## config.mk

```make
export PLATFORM = sky130hd
export DESIGN_NAME = status_error_reporting
export DESIGN_NICKNAME = d
export VERILOG_FILES = /design/src/status_pkg.sv /design/src/status_error_reporting.sv
export SDC_FILE = /design/constraint.sdc
export NUM_CORES = 2
export LEC_CHECK = 0
export ABC_AREA = 0
export BUFFER_PORTS_ARGS = -buffer_cell sky130_fd_sc_hd__buf_2
export CAP_MARGIN = 20
export CORE_MARGIN = 2
export CORE_UTILIZATION = 35
export CTS_BUF_LIST = sky130_fd_sc_hd__clkbuf_8
export DETAILED_ROUTE_END_ITERATION = 7
export PLACE_DENSITY_LB_ADDON = 0.3
export SETUP_SLACK_MARGIN = 0.4
export SLEW_MARGIN = 0
export SYNTH_ARGS = -nofsm -noshare
export SYNTH_HDL_FRONTEND = slang
export SYNTH_SLANG_ARGS = --single-unit
```

## constraint.sdc

```tcl
create_clock -name clk_i -period 3.49 [get_ports clk_i]
set_input_delay 0.698 -clock clk_i [delete_from_list [all_inputs] [get_ports clk_i]]
set_output_delay 0.698 -clock clk_i [all_outputs]
set_load 0.1 [all_outputs]
```

## src/status_pkg.sv

```systemverilog
package status_pkg;

  // standard event status bit positions
  localparam int EV_OPC = 0;
  localparam int EV_RQC = 1;
  localparam int EV_QYE = 2;
  localparam int EV_DDE = 3;
  localparam int EV_EXE = 4;
  localparam int EV_CME = 5;
  localparam int EV_URQ = 6;
  localparam int EV_PON = 7;

  // pulse/ramp conflict bit positions
  localparam int PR_WID_PER  = 0;
  localparam int PR_GAP      = 1;
  localparam int PR_RISE     = 2;
  localparam int PR_FALL     = 3;
  localparam int PR_BURST    = 4;
  localparam int PR_RAMP     = 5;
  localparam int PR_WID_MIN  = 6;
  localparam int PR_WID_MAX  = 7;

  // reset values
  localparam logic [7:0]  EVENT_MASK_RST = 8'h00;
  localparam logic [15:0] CAL16_RST      = 16'h0000;
  localparam logic [7:0]  CAL8_RST       = 8'h00;

  // cal register A: frequency bits 8:0, amplitude bits 13:9
  localparam int CAL_A_FREQ_BITS = 9;
  localparam int CAL_A_AMP_BITS  = 5;
  localparam logic [15:0] CAL_A_USED = 16'h3fff;

  // time figures in picoseconds, fixed-point ratios in 1/100
  localparam logic [47:0] MIN_GAP_PS    = 48'd10000;
  localparam logic [47:0] MIN_WIDTH_PS  = 48'd10000;
  localparam logic [47:0] MAX_WIDTH_PS  = 48'd999000000000;
  localparam logic [47:0] MAX_RAMP_PS   = 48'd5000000;
  localparam logic [7:0]  WIDTH_RATIO   = 8'd80;
  localparam logic [7:0]  EDGE_RATIO    = 8'd125;
  localparam logic [7:0]  RATIO_ONE     = 8'd100;

  // panel indication time in ms and its cycle count at 40 MHz
  localparam int CLK_HZ          = 40000000;
  localparam int INDICATION_MS   = 1000;
  localparam int INDICATION_CYC  = CLK_HZ / 1000 * INDICATION_MS;

  // register select for queries
  typedef enum logic [5:0] {
    SEL_MASK  = 6'b000001,
    SEL_CAL_A = 6'b000010,
    SEL_CAL_B = 6'b000100,
    SEL_CAL_C = 6'b001000,
    SEL_ERR   = 6'b010000,
    SEL_STT   = 6'b100000
  } query_sel_t;

  // pulse parameter set, all times in ps
  typedef struct packed {
    logic [47:0] width;
    logic [47:0] period;
    logic [47:0] trig_period;
    logic [47:0] rise;
    logic [47:0] fall;
    logic [47:0] ramp;
    logic [15:0] burst_count;
    logic        triggered;
    logic        ext_trigger;
    logic        fast_edges;
  } pulse_params_t;

  // command decoder report
  typedef struct packed {
    logic bad_header;
    logic bad_param;
    logic discard;
  } cmd_error_t;

endpackage

```

## src/status_error_reporting.sv

```systemverilog
`timescale 1ns/1ps
`default_nettype none
module status_error_reporting #(
  parameter bit PULSE_VARIANT      = 1'b1,
  parameter int INDICATION_CYCLES  = status_pkg::INDICATION_CYC
) (
  input  wire logic                      clk_i,
  input  wire logic                      rstn_i,
  input  wire logic                      mask_wr_i,
  input  wire logic [7:0]                mask_wdata_i,
  input  wire logic                      query_i,
  input  wire status_pkg::query_sel_t    query_sel_i,
  input  wire logic                      clear_status_i,
  input  wire logic [7:0]                std_event_set_i,
  input  wire logic                      event_read_i,
  input  wire logic [15:0]               cal_a_set_i,
  input  wire logic [7:0]                cal_b_set_i,
  input  wire logic [15:0]               cal_c_set_i,
  input  wire status_pkg::pulse_params_t params_i,
  input  wire logic [39:0]               panel_settings_i,
  input  wire status_pkg::cmd_error_t    cmd_err_i,
  output logic [39:0]                    query_data_o,
  output logic                           query_valid_o,
  output logic [7:0]                     event_status_o,
  output logic                           event_summary_o,
  output logic                           cal_a_summary_o,
  output logic                           cal_b_summary_o,
  output logic                           cal_c_summary_o,
  output logic                           pulse_ramp_summary_o,
  output logic [7:0]                     pulse_ramp_conflicts_o,
  output logic                           discard_unit_o,
  output logic                           bad_header_indication_o,
  output logic                           bad_parameter_indication_o
);

  // standard event enable mask
  logic [7:0]  event_enable_mask;
  logic [7:0]  next_event_enable_mask;

  // standard event register and command error events
  logic [7:0]  event_reg;
  logic [7:0]  next_event_reg;
  logic [7:0]  cmd_events;

  // calibration failure registers
  logic [15:0] cal_fail_freq_amp;
  logic [15:0] next_cal_fail_freq_amp;
  logic [7:0]  cal_fail_offset_pll_burst;
  logic [7:0]  next_cal_fail_offset_pll_burst;
  logic [15:0] cal_fail_width_edges;
  logic [15:0] next_cal_fail_width_edges;

  // pulse/ramp conflict register and live conditions
  logic [7:0]  pulse_ramp_conflicts;
  logic [7:0]  next_pulse_ramp_conflicts;
  logic [7:0]  conflicts;

  // query answer
  logic [39:0] query_data;
  logic [39:0] next_query_data;
  logic        query_valid;
  logic        next_query_valid;

  // panel indication timer and flags
  logic [31:0] ind_count;
  logic [31:0] next_ind_count;
  logic        ind_header;
  logic        next_ind_header;
  logic        ind_param;
  logic        next_ind_param;

  // message unit discard strobe
  logic        discard_unit;
  logic        next_discard_unit;

  // effective period terms and products
  logic [47:0] eff_period;
  logic [47:0] gap;
  logic [55:0] width_x100;
  logic [55:0] period_x80;
  logic [55:0] rise_x125;
  logic [55:0] fall_x125;
  logic [55:0] gap_x100;
  logic [63:0] burst_total;
  logic [15:0] eff_count;
  logic [47:0] eff_trail;

  // pulse/ramp conflict conditions, live from the parameters
  always_comb
  begin
    eff_period = params_i.triggered ? params_i.trig_period : params_i.period;
    gap        = (eff_period > params_i.width) ? eff_period - params_i.width : 48'h0;
    width_x100 = 56'(params_i.width) * 56'(status_pkg::RATIO_ONE);
    period_x80 = 56'(eff_period) * 56'(status_pkg::WIDTH_RATIO);
    rise_x125  = 56'(params_i.rise) * 56'(status_pkg::EDGE_RATIO);
    fall_x125  = 56'(params_i.fall) * 56'(status_pkg::EDGE_RATIO);
    gap_x100   = 56'(gap) * 56'(status_pkg::RATIO_ONE);
    eff_count  = params_i.triggered ? 16'h0001 : params_i.burst_count;
    eff_trail  = params_i.fast_edges ? 48'h0 : params_i.fall;
    burst_total = 64'(eff_count) * 64'(params_i.period) + 64'(eff_trail);
    conflicts = 8'h00;
    conflicts[status_pkg::PR_WID_PER] = width_x100 > period_x80;
    conflicts[status_pkg::PR_GAP] = (eff_period < params_i.width) ||
                                    (gap < status_pkg::MIN_GAP_PS);
    conflicts[status_pkg::PR_RISE] = rise_x125 > width_x100;
    conflicts[status_pkg::PR_FALL] = (eff_period < params_i.width) ||
                                     (fall_x125 > gap_x100);
    conflicts[status_pkg::PR_BURST] = burst_total > 64'(params_i.trig_period);
    conflicts[status_pkg::PR_RAMP] = params_i.ramp > status_pkg::MAX_RAMP_PS;
    conflicts[status_pkg::PR_WID_MIN] = params_i.width < status_pkg::MIN_WIDTH_PS;
    conflicts[status_pkg::PR_WID_MAX] = params_i.width > status_pkg::MAX_WIDTH_PS;
    if (params_i.ext_trigger)
    begin
      conflicts[status_pkg::PR_WID_PER] = 1'b0;
      conflicts[status_pkg::PR_GAP]     = 1'b0;
      conflicts[status_pkg::PR_FALL]    = 1'b0;
    end
    if (!PULSE_VARIANT)
    begin
      conflicts = 8'h00;
    end
  end

  // standard events raised by a rejected command
  always_comb
  begin
    cmd_events = 8'h00;
    cmd_events[status_pkg::EV_CME] = cmd_err_i.bad_header;
    cmd_events[status_pkg::EV_EXE] = cmd_err_i.bad_param;
  end

  // mask load from the controller
  always_comb
  begin
    next_event_enable_mask = event_enable_mask;
    if (mask_wr_i)
    begin
      next_event_enable_mask = mask_wdata_i;
    end
  end

  // mask register, kept until the next load
  always_ff @(posedge clk_i or negedge rstn_i)
  begin
    if (!rstn_i)
    begin
      event_enable_mask <= status_pkg::EVENT_MASK_RST;
    end
    else
    begin
      event_enable_mask <= next_event_enable_mask;
    end
  end

  // event register: clear first, then new events, so a set wins over a clear
  always_comb
  begin
    next_event_reg = event_reg;
    if (clear_status_i || event_read_i)
    begin
      next_event_reg = 8'h00;
    end
    next_event_reg = next_event_reg | std_event_set_i | cmd_events;
  end

  // event register storage
  always_ff @(posedge clk_i or negedge rstn_i)
  begin
    if (!rstn_i)
    begin
      event_reg <= 8'h00;
    end
    else
    begin
      event_reg <= next_event_reg;
    end
  end

  // cal failures: clear-status and own query clear, new failures win
  always_comb
  begin
    next_cal_fail_freq_amp         = cal_fail_freq_amp;
    next_cal_fail_offset_pll_burst = cal_fail_offset_pll_burst;
    next_cal_fail_width_edges      = cal_fail_width_edges;
    if (clear_status_i)
    begin
      next_cal_fail_freq_amp         = status_pkg::CAL16_RST;
      next_cal_fail_offset_pll_burst = status_pkg::CAL8_RST;
      next_cal_fail_width_edges      = status_pkg::CAL16_RST;
    end
    if (query_i)
    begin
      unique case (query_sel_i)
        status_pkg::SEL_CAL_A: next_cal_fail_freq_amp = status_pkg::CAL16_RST;
        status_pkg::SEL_CAL_B: next_cal_fail_offset_pll_burst = status_pkg::CAL8_RST;
        status_pkg::SEL_CAL_C: next_cal_fail_width_edges = status_pkg::CAL16_RST;
        default: ;
      endcase
    end
    next_cal_fail_freq_amp = next_cal_fail_freq_amp |
                             (cal_a_set_i & status_pkg::CAL_A_USED);
    next_cal_fail_offset_pll_burst = next_cal_fail_offset_pll_burst | cal_b_set_i;
    next_cal_fail_width_edges = next_cal_fail_width_edges | cal_c_set_i;
  end

  // cal failure storage
  always_ff @(posedge clk_i or negedge rstn_i)
  begin
    if (!rstn_i)
    begin
      cal_fail_freq_amp         <= status_pkg::CAL16_RST;
      cal_fail_offset_pll_burst <= status_pkg::CAL8_RST;
      cal_fail_width_edges      <= status_pkg::CAL16_RST;
    end
    else
    begin
      cal_fail_freq_amp         <= next_cal_fail_freq_amp;
      cal_fail_offset_pll_burst <= next_cal_fail_offset_pll_burst;
      cal_fail_width_edges      <= next_cal_fail_width_edges;
    end
  end

  // conflict register follows the live conditions, reads never touch it
  always_comb
  begin
    next_pulse_ramp_conflicts = conflicts;
  end

  // conflict register storage
  always_ff @(posedge clk_i or negedge rstn_i)
  begin
    if (!rstn_i)
    begin
      pulse_ramp_conflicts <= 8'h00;
    end
    else
    begin
      pulse_ramp_conflicts <= next_pulse_ramp_conflicts;
    end
  end

  // query answer, snapshot of the selected register
  always_comb
  begin
    next_query_valid = query_i;
    next_query_data  = query_data;
    if (query_i)
    begin
      unique case (query_sel_i)
        status_pkg::SEL_MASK:  next_query_data = {32'h0, event_enable_mask};
        status_pkg::SEL_CAL_A: next_query_data = {24'h0, cal_fail_freq_amp};
        status_pkg::SEL_CAL_B: next_query_data = {32'h0, cal_fail_offset_pll_burst};
        status_pkg::SEL_CAL_C: next_query_data = {24'h0, cal_fail_width_edges};
        status_pkg::SEL_ERR:   next_query_data = {32'h0, pulse_ramp_conflicts};
        status_pkg::SEL_STT:   next_query_data = panel_settings_i;
        default:               next_query_data = 40'h0;
      endcase
    end
  end

  // query answer storage, held until the next query
  always_ff @(posedge clk_i or negedge rstn_i)
  begin
    if (!rstn_i)
    begin
      query_data  <= 40'h0;
      query_valid <= 1'b0;
    end
    else
    begin
      query_data  <= next_query_data;
      query_valid <= next_query_valid;
    end
  end

  // any decoder error drops the current message unit
  always_comb
  begin
    next_discard_unit = cmd_err_i.discard | cmd_err_i.bad_header | cmd_err_i.bad_param;
  end

  // discard strobe, one cycle long
  always_ff @(posedge clk_i or negedge rstn_i)
  begin
    if (!rstn_i)
    begin
      discard_unit <= 1'b0;
    end
    else
    begin
      discard_unit <= next_discard_unit;
    end
  end

  // panel indication timer, retriggered by each new error
  always_comb
  begin
    next_ind_count  = ind_count;
    next_ind_header = ind_header;
    next_ind_param  = ind_param;
    if (cmd_err_i.bad_header || cmd_err_i.bad_param)
    begin
      next_ind_count  = 32'(INDICATION_CYCLES);
      next_ind_header = cmd_err_i.bad_header;
      next_ind_param  = cmd_err_i.bad_param & ~cmd_err_i.bad_header;
    end
    else if (ind_count != 32'h0)
    begin
      next_ind_count = ind_count - 32'h1;
      if (ind_count == 32'h1)
      begin
        next_ind_header = 1'b0;
        next_ind_param  = 1'b0;
      end
    end
  end

  // indication timer and flags
  always_ff @(posedge clk_i or negedge rstn_i)
  begin
    if (!rstn_i)
    begin
      ind_count  <= 32'h0;
      ind_header <= 1'b0;
      ind_param  <= 1'b0;
    end
    else
    begin
      ind_count  <= next_ind_count;
      ind_header <= next_ind_header;
      ind_param  <= next_ind_param;
    end
  end

  // summaries toward the status byte
  assign event_summary_o      = |(event_reg & event_enable_mask);
  assign cal_a_summary_o      = |cal_fail_freq_amp;
  assign cal_b_summary_o      = |cal_fail_offset_pll_burst;
  assign cal_c_summary_o      = |cal_fail_width_edges;
  assign pulse_ramp_summary_o = |pulse_ramp_conflicts;

  // register contents straight to the pins
  assign pulse_ramp_conflicts_o     = pulse_ramp_conflicts;
  assign event_status_o             = event_reg;
  assign query_data_o               = query_data;
  assign query_valid_o              = query_valid;
  assign discard_unit_o             = discard_unit;
  assign bad_header_indication_o    = ind_header;
  assign bad_parameter_indication_o = ind_param;

endmodule
`default_nettype wire

```

=== Word level (Yosys, flattened, before mapping) ===
Cells that the tools add are included.

* Register bits after elaboration: 140
* Latch bits: 0
* Memory bits (writable): 0
* ROM bits: 0
* Input bits: 418
* Output and inout port bits: 65
* Word-level logic and storage cells: 84
* Memories kept: 0

* $add $sub $neg: 3
* Multipliers: 6
* Divide/modulo/power cells: 0
* $lt $le $gt $ge: 10
* Equal/unequal tests: 7
* Shifts and indexed selects: 0
* Muxes and demuxes: 23
* Bitwise logic cells: 10
* Reduce and logical (&&, ||, !) cells: 13

{| class="wikitable"
|+ Operators by type and width
! cell !! count
|-
| case mux 40 bit (6 select lines) || 1
|-
| > comparator 55 bit || 3
|-
| two-way mux 48 bit || 3
|-
| two-way mux 16 bit || 7
|-
| multiplier 48 x 7 -> 55 bit (second input constant) || 2
|-
| multiplier 48 x 5 -> 53 bit (second input constant) || 2
|-
| < comparator 48 x 14 -> 1 bit (second input constant) || 2
|-
| adder 64 x 48 -> 64 bit || 1
|-
| > comparator 64 x 48 -> 1 bit || 1
|-
| multiplier 16 x 48 -> 64 bit || 1
|-
| two-way mux 32 bit || 2
|-
| multiplier 48 x 3 -> 51 bit (second input constant) || 1
|-
| > comparator 48 x 23 -> 1 bit (second input constant) || 1
|-
| > comparator 48 x 40 -> 1 bit (second input constant) || 1
|-
| > comparator 48 bit || 1
|-
| < comparator 48 bit || 1
|-
| subtractor 48 bit || 1
|-
| equality test 32 x 1 -> 1 bit (second input constant) || 1
|-
| two-way mux 8 bit || 4
|-
| nonzero test 32 bit || 1
|-
| OR reduction 16 bit || 2
|-
| subtractor 32 x 1 -> 32 bit (second input constant) || 1
|-
| OR reduction 8 bit || 3
|-
| OR 16 x 14 -> 16 bit || 1
|-
| 18 further kinds || 28
|}

=== Logic depth before layout (Yosys ltp) ===
* Depth in word-level cells: 7
* Mapped depth: 48
* Gate-level depth less buffers: 45

=== Worst setup path after synthesis ===
No wires, ideal clock.

* Kind: input-to-reg
* Start: input params_i[2] in the netlist's numbering
* End: register pulse_ramp_conflicts[3], in the netlist pulse_ramp_conflicts_o[3]
* Library setup time: 0.142 ns
* Data arrival time: 9.095 ns
* Data required time: 3.348 ns
* Setup slack: -5.746 ns
* Cell stages on the path: 46
* Buffers on the path: 5
* Path through: clkbuf_1 > buf_1 > clkbuf_1 > a21o_1 > ha_1 > a21o_1 > a221oi_2 > o21ai_1 > o21ai_1 > o21ai_1 > a21oi_1 > o2111ai_1 > and2_1 > clkbuf_1 > clkbuf_1 > nand2_1 > inv_1 > ha_1 > [... 10 more ...] > a21oi_1 > a2111oi_1 > o221a_2 > o31ai_1 > a41o_1 > xnor2_1 > ha_1 > a21o_1 > a21oi_1 > nor2b_1 > o21ai_0 > nand2b_1 > a21oi_1 > nor2b_1 > o21ai_0 > nand2_1 > o22ai_1 > a21oi_1

* Longest elaborated chain between the ends: 7
* Elaborated cells between the ends (all ways): 9
* Those cells by class: add/sub (1); mul (1); order compare (3); mux (3); reduce/logical (1)

{| class="wikitable"
|+ Ends and longest elaborated chain
! what !! RTL line !! source
|-
| start, declared || status_error_reporting.sv:19 || <nowiki>input wire status_pkg::pulse_params_t params_i,</nowiki>
|-
| two-way mux 48 bit (*) || status_error_reporting.sv:91 || <nowiki>eff_period = params_i.triggered ? params_i.trig_period : params_i.period;</nowiki>
|-
| subtractor 48 bit / > comparator 48 bit (equally long branches) || status_error_reporting.sv:92 || <nowiki>gap = (eff_period > params_i.width) ? eff_period - params_i.width : 48'h0;</nowiki>
|-
| two-way mux 48 bit || status_error_reporting.sv:92 ||
|-
| multiplier 48 x 5 -> 53 bit || status_error_reporting.sv:97 || <nowiki>gap_x100 = 56'(gap) * 56'(status_pkg::RATIO_ONE);</nowiki>
|-
| > comparator 55 bit || status_error_reporting.sv:107 || <nowiki>(fall_x125 > gap_x100);</nowiki>
|-
| logical OR 1 bit (*) || status_error_reporting.sv:106 || <nowiki>conflicts[status_pkg::PR_FALL] = (eff_period < params_i.width) ||</nowiki>
|-
| two-way mux 1 bit (*) || status_error_reporting.sv:112 || <nowiki>if (params_i.ext_trigger)</nowiki>
|-
| named net conflicts[3] || status_error_reporting.sv:56 || <nowiki>logic [7:0] conflicts;</nowiki>
|-
| end signal, assigned || status_error_reporting.sv:238 || <nowiki>pulse_ramp_conflicts <= next_pulse_ramp_conflicts;</nowiki>
|-
| end, declared || status_error_reporting.sv:54 || <nowiki>logic [7:0] pulse_ramp_conflicts;</nowiki>
|}

The timed path passes the listed nets; every way through them passes the cells marked *.
A chain may end at the register's enable or synchronous reset.

=== Final worst setup path ===
* Start: input params_i[2] in the netlist's numbering
* End: register pulse_ramp_conflicts[4], in the netlist pulse_ramp_conflicts_o[4]

* Longest elaborated chain between the ends: 4

{| class="wikitable"
|+ Ends and longest elaborated chain
! what !! RTL line !! source
|-
| two-way mux 16 bit || status_error_reporting.sv:98 || <nowiki>eff_count = params_i.triggered ? 16'h0001 : params_i.burst_count;</nowiki>
|-
| multiplier 16 x 48 -> 64 bit || status_error_reporting.sv:100 || <nowiki>burst_total = 64'(eff_count) * 64'(params_i.period) + 64'(eff_trail);</nowiki>
|-
| adder 64 x 48 -> 64 bit || status_error_reporting.sv:100 ||
|-
| > comparator 64 x 48 -> 1 bit || status_error_reporting.sv:108 || <nowiki>conflicts[status_pkg::PR_BURST] = burst_total > 64'(params_i.trig_period);</nowiki>
|-
| named net conflicts[4] || status_error_reporting.sv:56 ||
|}

The timed path passes the listed nets, and every way through them passes these cells.

==> metrics.cfg <==
[clocking]
htreeDepth = 4
root_buffer = clkbuf_8
insertion_delay_ns = 0.55
cts_tree = built
cts_num_sinks = 140
numCtsBuffers = 17
cts_hold_buffers = 0
clockBufferDepth = 2
clkTransAtPathRegs_ns = 0.18

[synth]
synth_cells = 7866
syn_avg_cell_area_sq_um = 8.765
synth-seq-cells = 140
synth_top_area_share_pct = 33.16
synthesis.area_sq_um = 68940
yosysTopAreaCell = fa_1
netlist_top_cells_area = fa_1, ha_1, inv_1, dfrtp_1, nand2_1
yosys-top-cells-count = inv_1, fa_1, ha_1
synth_cell_types = 97
ys_seq_area_share_pct = 5.082
yosysWarningCount = 0
synthMostInstantiatedCell = inv_1
synth_enable_flop_cells = 0
synth_fp_nets = 10510
ys.flop_type = dfrtp_1
synthArstFlopShare_pct = 100.0

[global_route]
grt_antenna_before_repair = 46
grt_pass1_vias = 66570
grt_usage_pct = 23.55
grt_max_degree = 69
grt_pass1_wl_microns = 372300
grt_overflow = 0

[floorplanning]
initial_core_util_pct = 35.28
die_h_microns = 447.8
dieArea_sq_um = 200500
core_area_sq_um = 195400
die_x_microns = 447.8
ioPinCount = 483
fp-row-count = 162

[layout]
fin_util_pct = 47.61
final_cells = 12740
area_delta_synth_final_pct = 34.94
drive_above_1_share_pct = 29.31
nNetsFinal = 12740

[routing]
dr_total_vias = 63710
drt_iter0_drc = 3330
wl_per_cell_microns = 18.64
viasPerCell = 5.000
final_antenna_net_count = 0
wl_microns = 237500
drtPass1Iterations = 8
drc = 3

[setup_path]
crit_start = params_i[2]
cp.required_ns = 3.93
cp_slowest_stage_delay_ns = 0.61
cp-end-kind = register
rr_startpoint = ind_count[6]
cp.arrival_ns = 9.03
path_class = in2reg
cp-start-kind = primary input
crit_top_cell = fa_1
crit_path_top_delay_cell = fa_1
path_max_fanout = 8

[timing]
worst_pin_slew_ns = 0.7964
hold_ws_ns = 0.2365
rsz0062_at_grt = true
slew_headroom_pct = 46.90
hold_viol = 0
finalMaxSlewViolations = 0
final.setup.worst_slack_ns = -5.100
max_freq_mhz = 116.4
finalCriticalPeriod_ns = 8.590
setup_viol = 5
skew_ns = 0.08102
min_period_over_period_pct = 246.1

[status]
status = finished, violations left
violations = design-rule violations, negative setup slack

[power_and_ir_drop]
power_density_nw_per_um2 = 1040
max-vdd-ir-drop_mv = 1.100
leakagePower_nw = 48.42

[place]
place_hpwl_microns = 212100
globalplace.congestion = 0.9574
io_buffers = 480
dp_cells = 12600

[job]
drv_cap = 0

[worst_hold_path]
min_path_type = in2async

-- routing by layer --
layer	up-vias	part of all wire, %	global-route usage, %
met5	-	0.051	0
met3	298	4.2	2.201
met1	31760	44	31.16
met2	1331	49	41.25
met4	18	2.9	5.612
li1	30300	-	-
-- metrics by stage --
| step | power (mW) | TNS, ns | area (sq um) | setup WS [ns] |
|---|---|---|---|---|
| floorplan | 54.77 | -15.44 | 70750 | -4.886 |
| global placement | 89.55 | -22.81 | 89980 | -6.382 |
| detailed placement | 90.49 | -23.12 | 89980 | -6.330 |
| CTS | 94.04 | -17.45 | 91270 | -5.226 |
| global route | 107.0 | -18.59 | 93010 | -5.439 |
| finish | 96.75 | -17.38 | 93030 | -5.100 |
-- critical path: cells and delay by family --
kind | cells | cell delay [ns]
buffers and inverters | 5 | 0.73
and+or+nand+nor | 13 | 2.31
adders and majority gates | 8 | 3.80
xor gates and xnor gates | 1 | 0.15
AOI/OAI and AO/OA | 7 | 1.33
-- path summary, 6_finish.rpt --
check	depth (start not counted)	slack [ns]	endpoint
max	34	-5.10	pulse_ramp_conflicts_o[4]
min	1	0.24	pulse_ramp_conflicts_o[4]
max reg2reg	9	0.56	ind_count[25]
min reg2reg	1	0.50	event_status_o[6]
max in group asynchronous	2	2.46	query_data_o[31]
min in group clk_i	2	0.39	event_status_o[1]
-- cells by family (layout without fill, tap and decap cells) --
family | Yosys count | count (layout) | share of synthesized area [%]
flops | 140 | 140 | 5.082
buf+inv | 1603 | 3836 | 8.735
other cells | 0 | 14 | 0
xor+xnor | 350 | 350 | 4.446
fa+ha+maj | 2226 | 2226 | 52.83
mux | 16 | 16 | 0.2486
compound gates | 1481 | 1481 | 14.24
simple gates | 2050 | 2054 | 14.41
-- state kept, by name, summed over array words and instances (netlist names), 8 cells and up --
register	count
pulse_ramp_conflicts_o	8
cal_fail_freq_amp	16
event_status_o	8
event_enable_mask	8
cal_fail_offset_pll_burst	8
cal_fail_width_edges	16
ind_count	32
query_data_o	40
-- placed cells by master (no fill, tap or decap), types with 222 or more instances in the layout --
cell	n
a21o_1	360
a21oi_1	342
and2_1	222
buf_2	475
buf_4	1851
fa_1	1125
ha_1	1012
inv_1	1336
nand2_1	819
nor2_1	235
-- power breakdown --
group,internal (mW),switching [mW]
combinational,46.3,47.2
sequential,1.71,0.129
clock,0.707,0.710
total,48.7,48.1
-- what timing repair did --
action / in CTS / in global routing
endpoints found under the setup margin: 8 / 14
gates resized for setup: 125 / 225
gates cloned: 3 / 8
pin swaps: 71 / 150
buffers inserted: 28 / 56
endpoints found under the hold margin: 0 / 0
-- area by class of cell --
cell class | instances | area, sq um
Fill cell | 18930 | 102400
Timing Repair Buffer | 2452 | 18510
Sequential cell | 140 | 3503
Inverter | 1354 | 5110
Clock buffer | 21 | 289.0
Multi-Input combinational cell | 6127 | 62190
Antenna cell | 14 | 35.03
Clock inverter | 9 | 110.1
Tap cell | 2624 | 3283
Note: power is estimated with default switching activity, not from simulation.
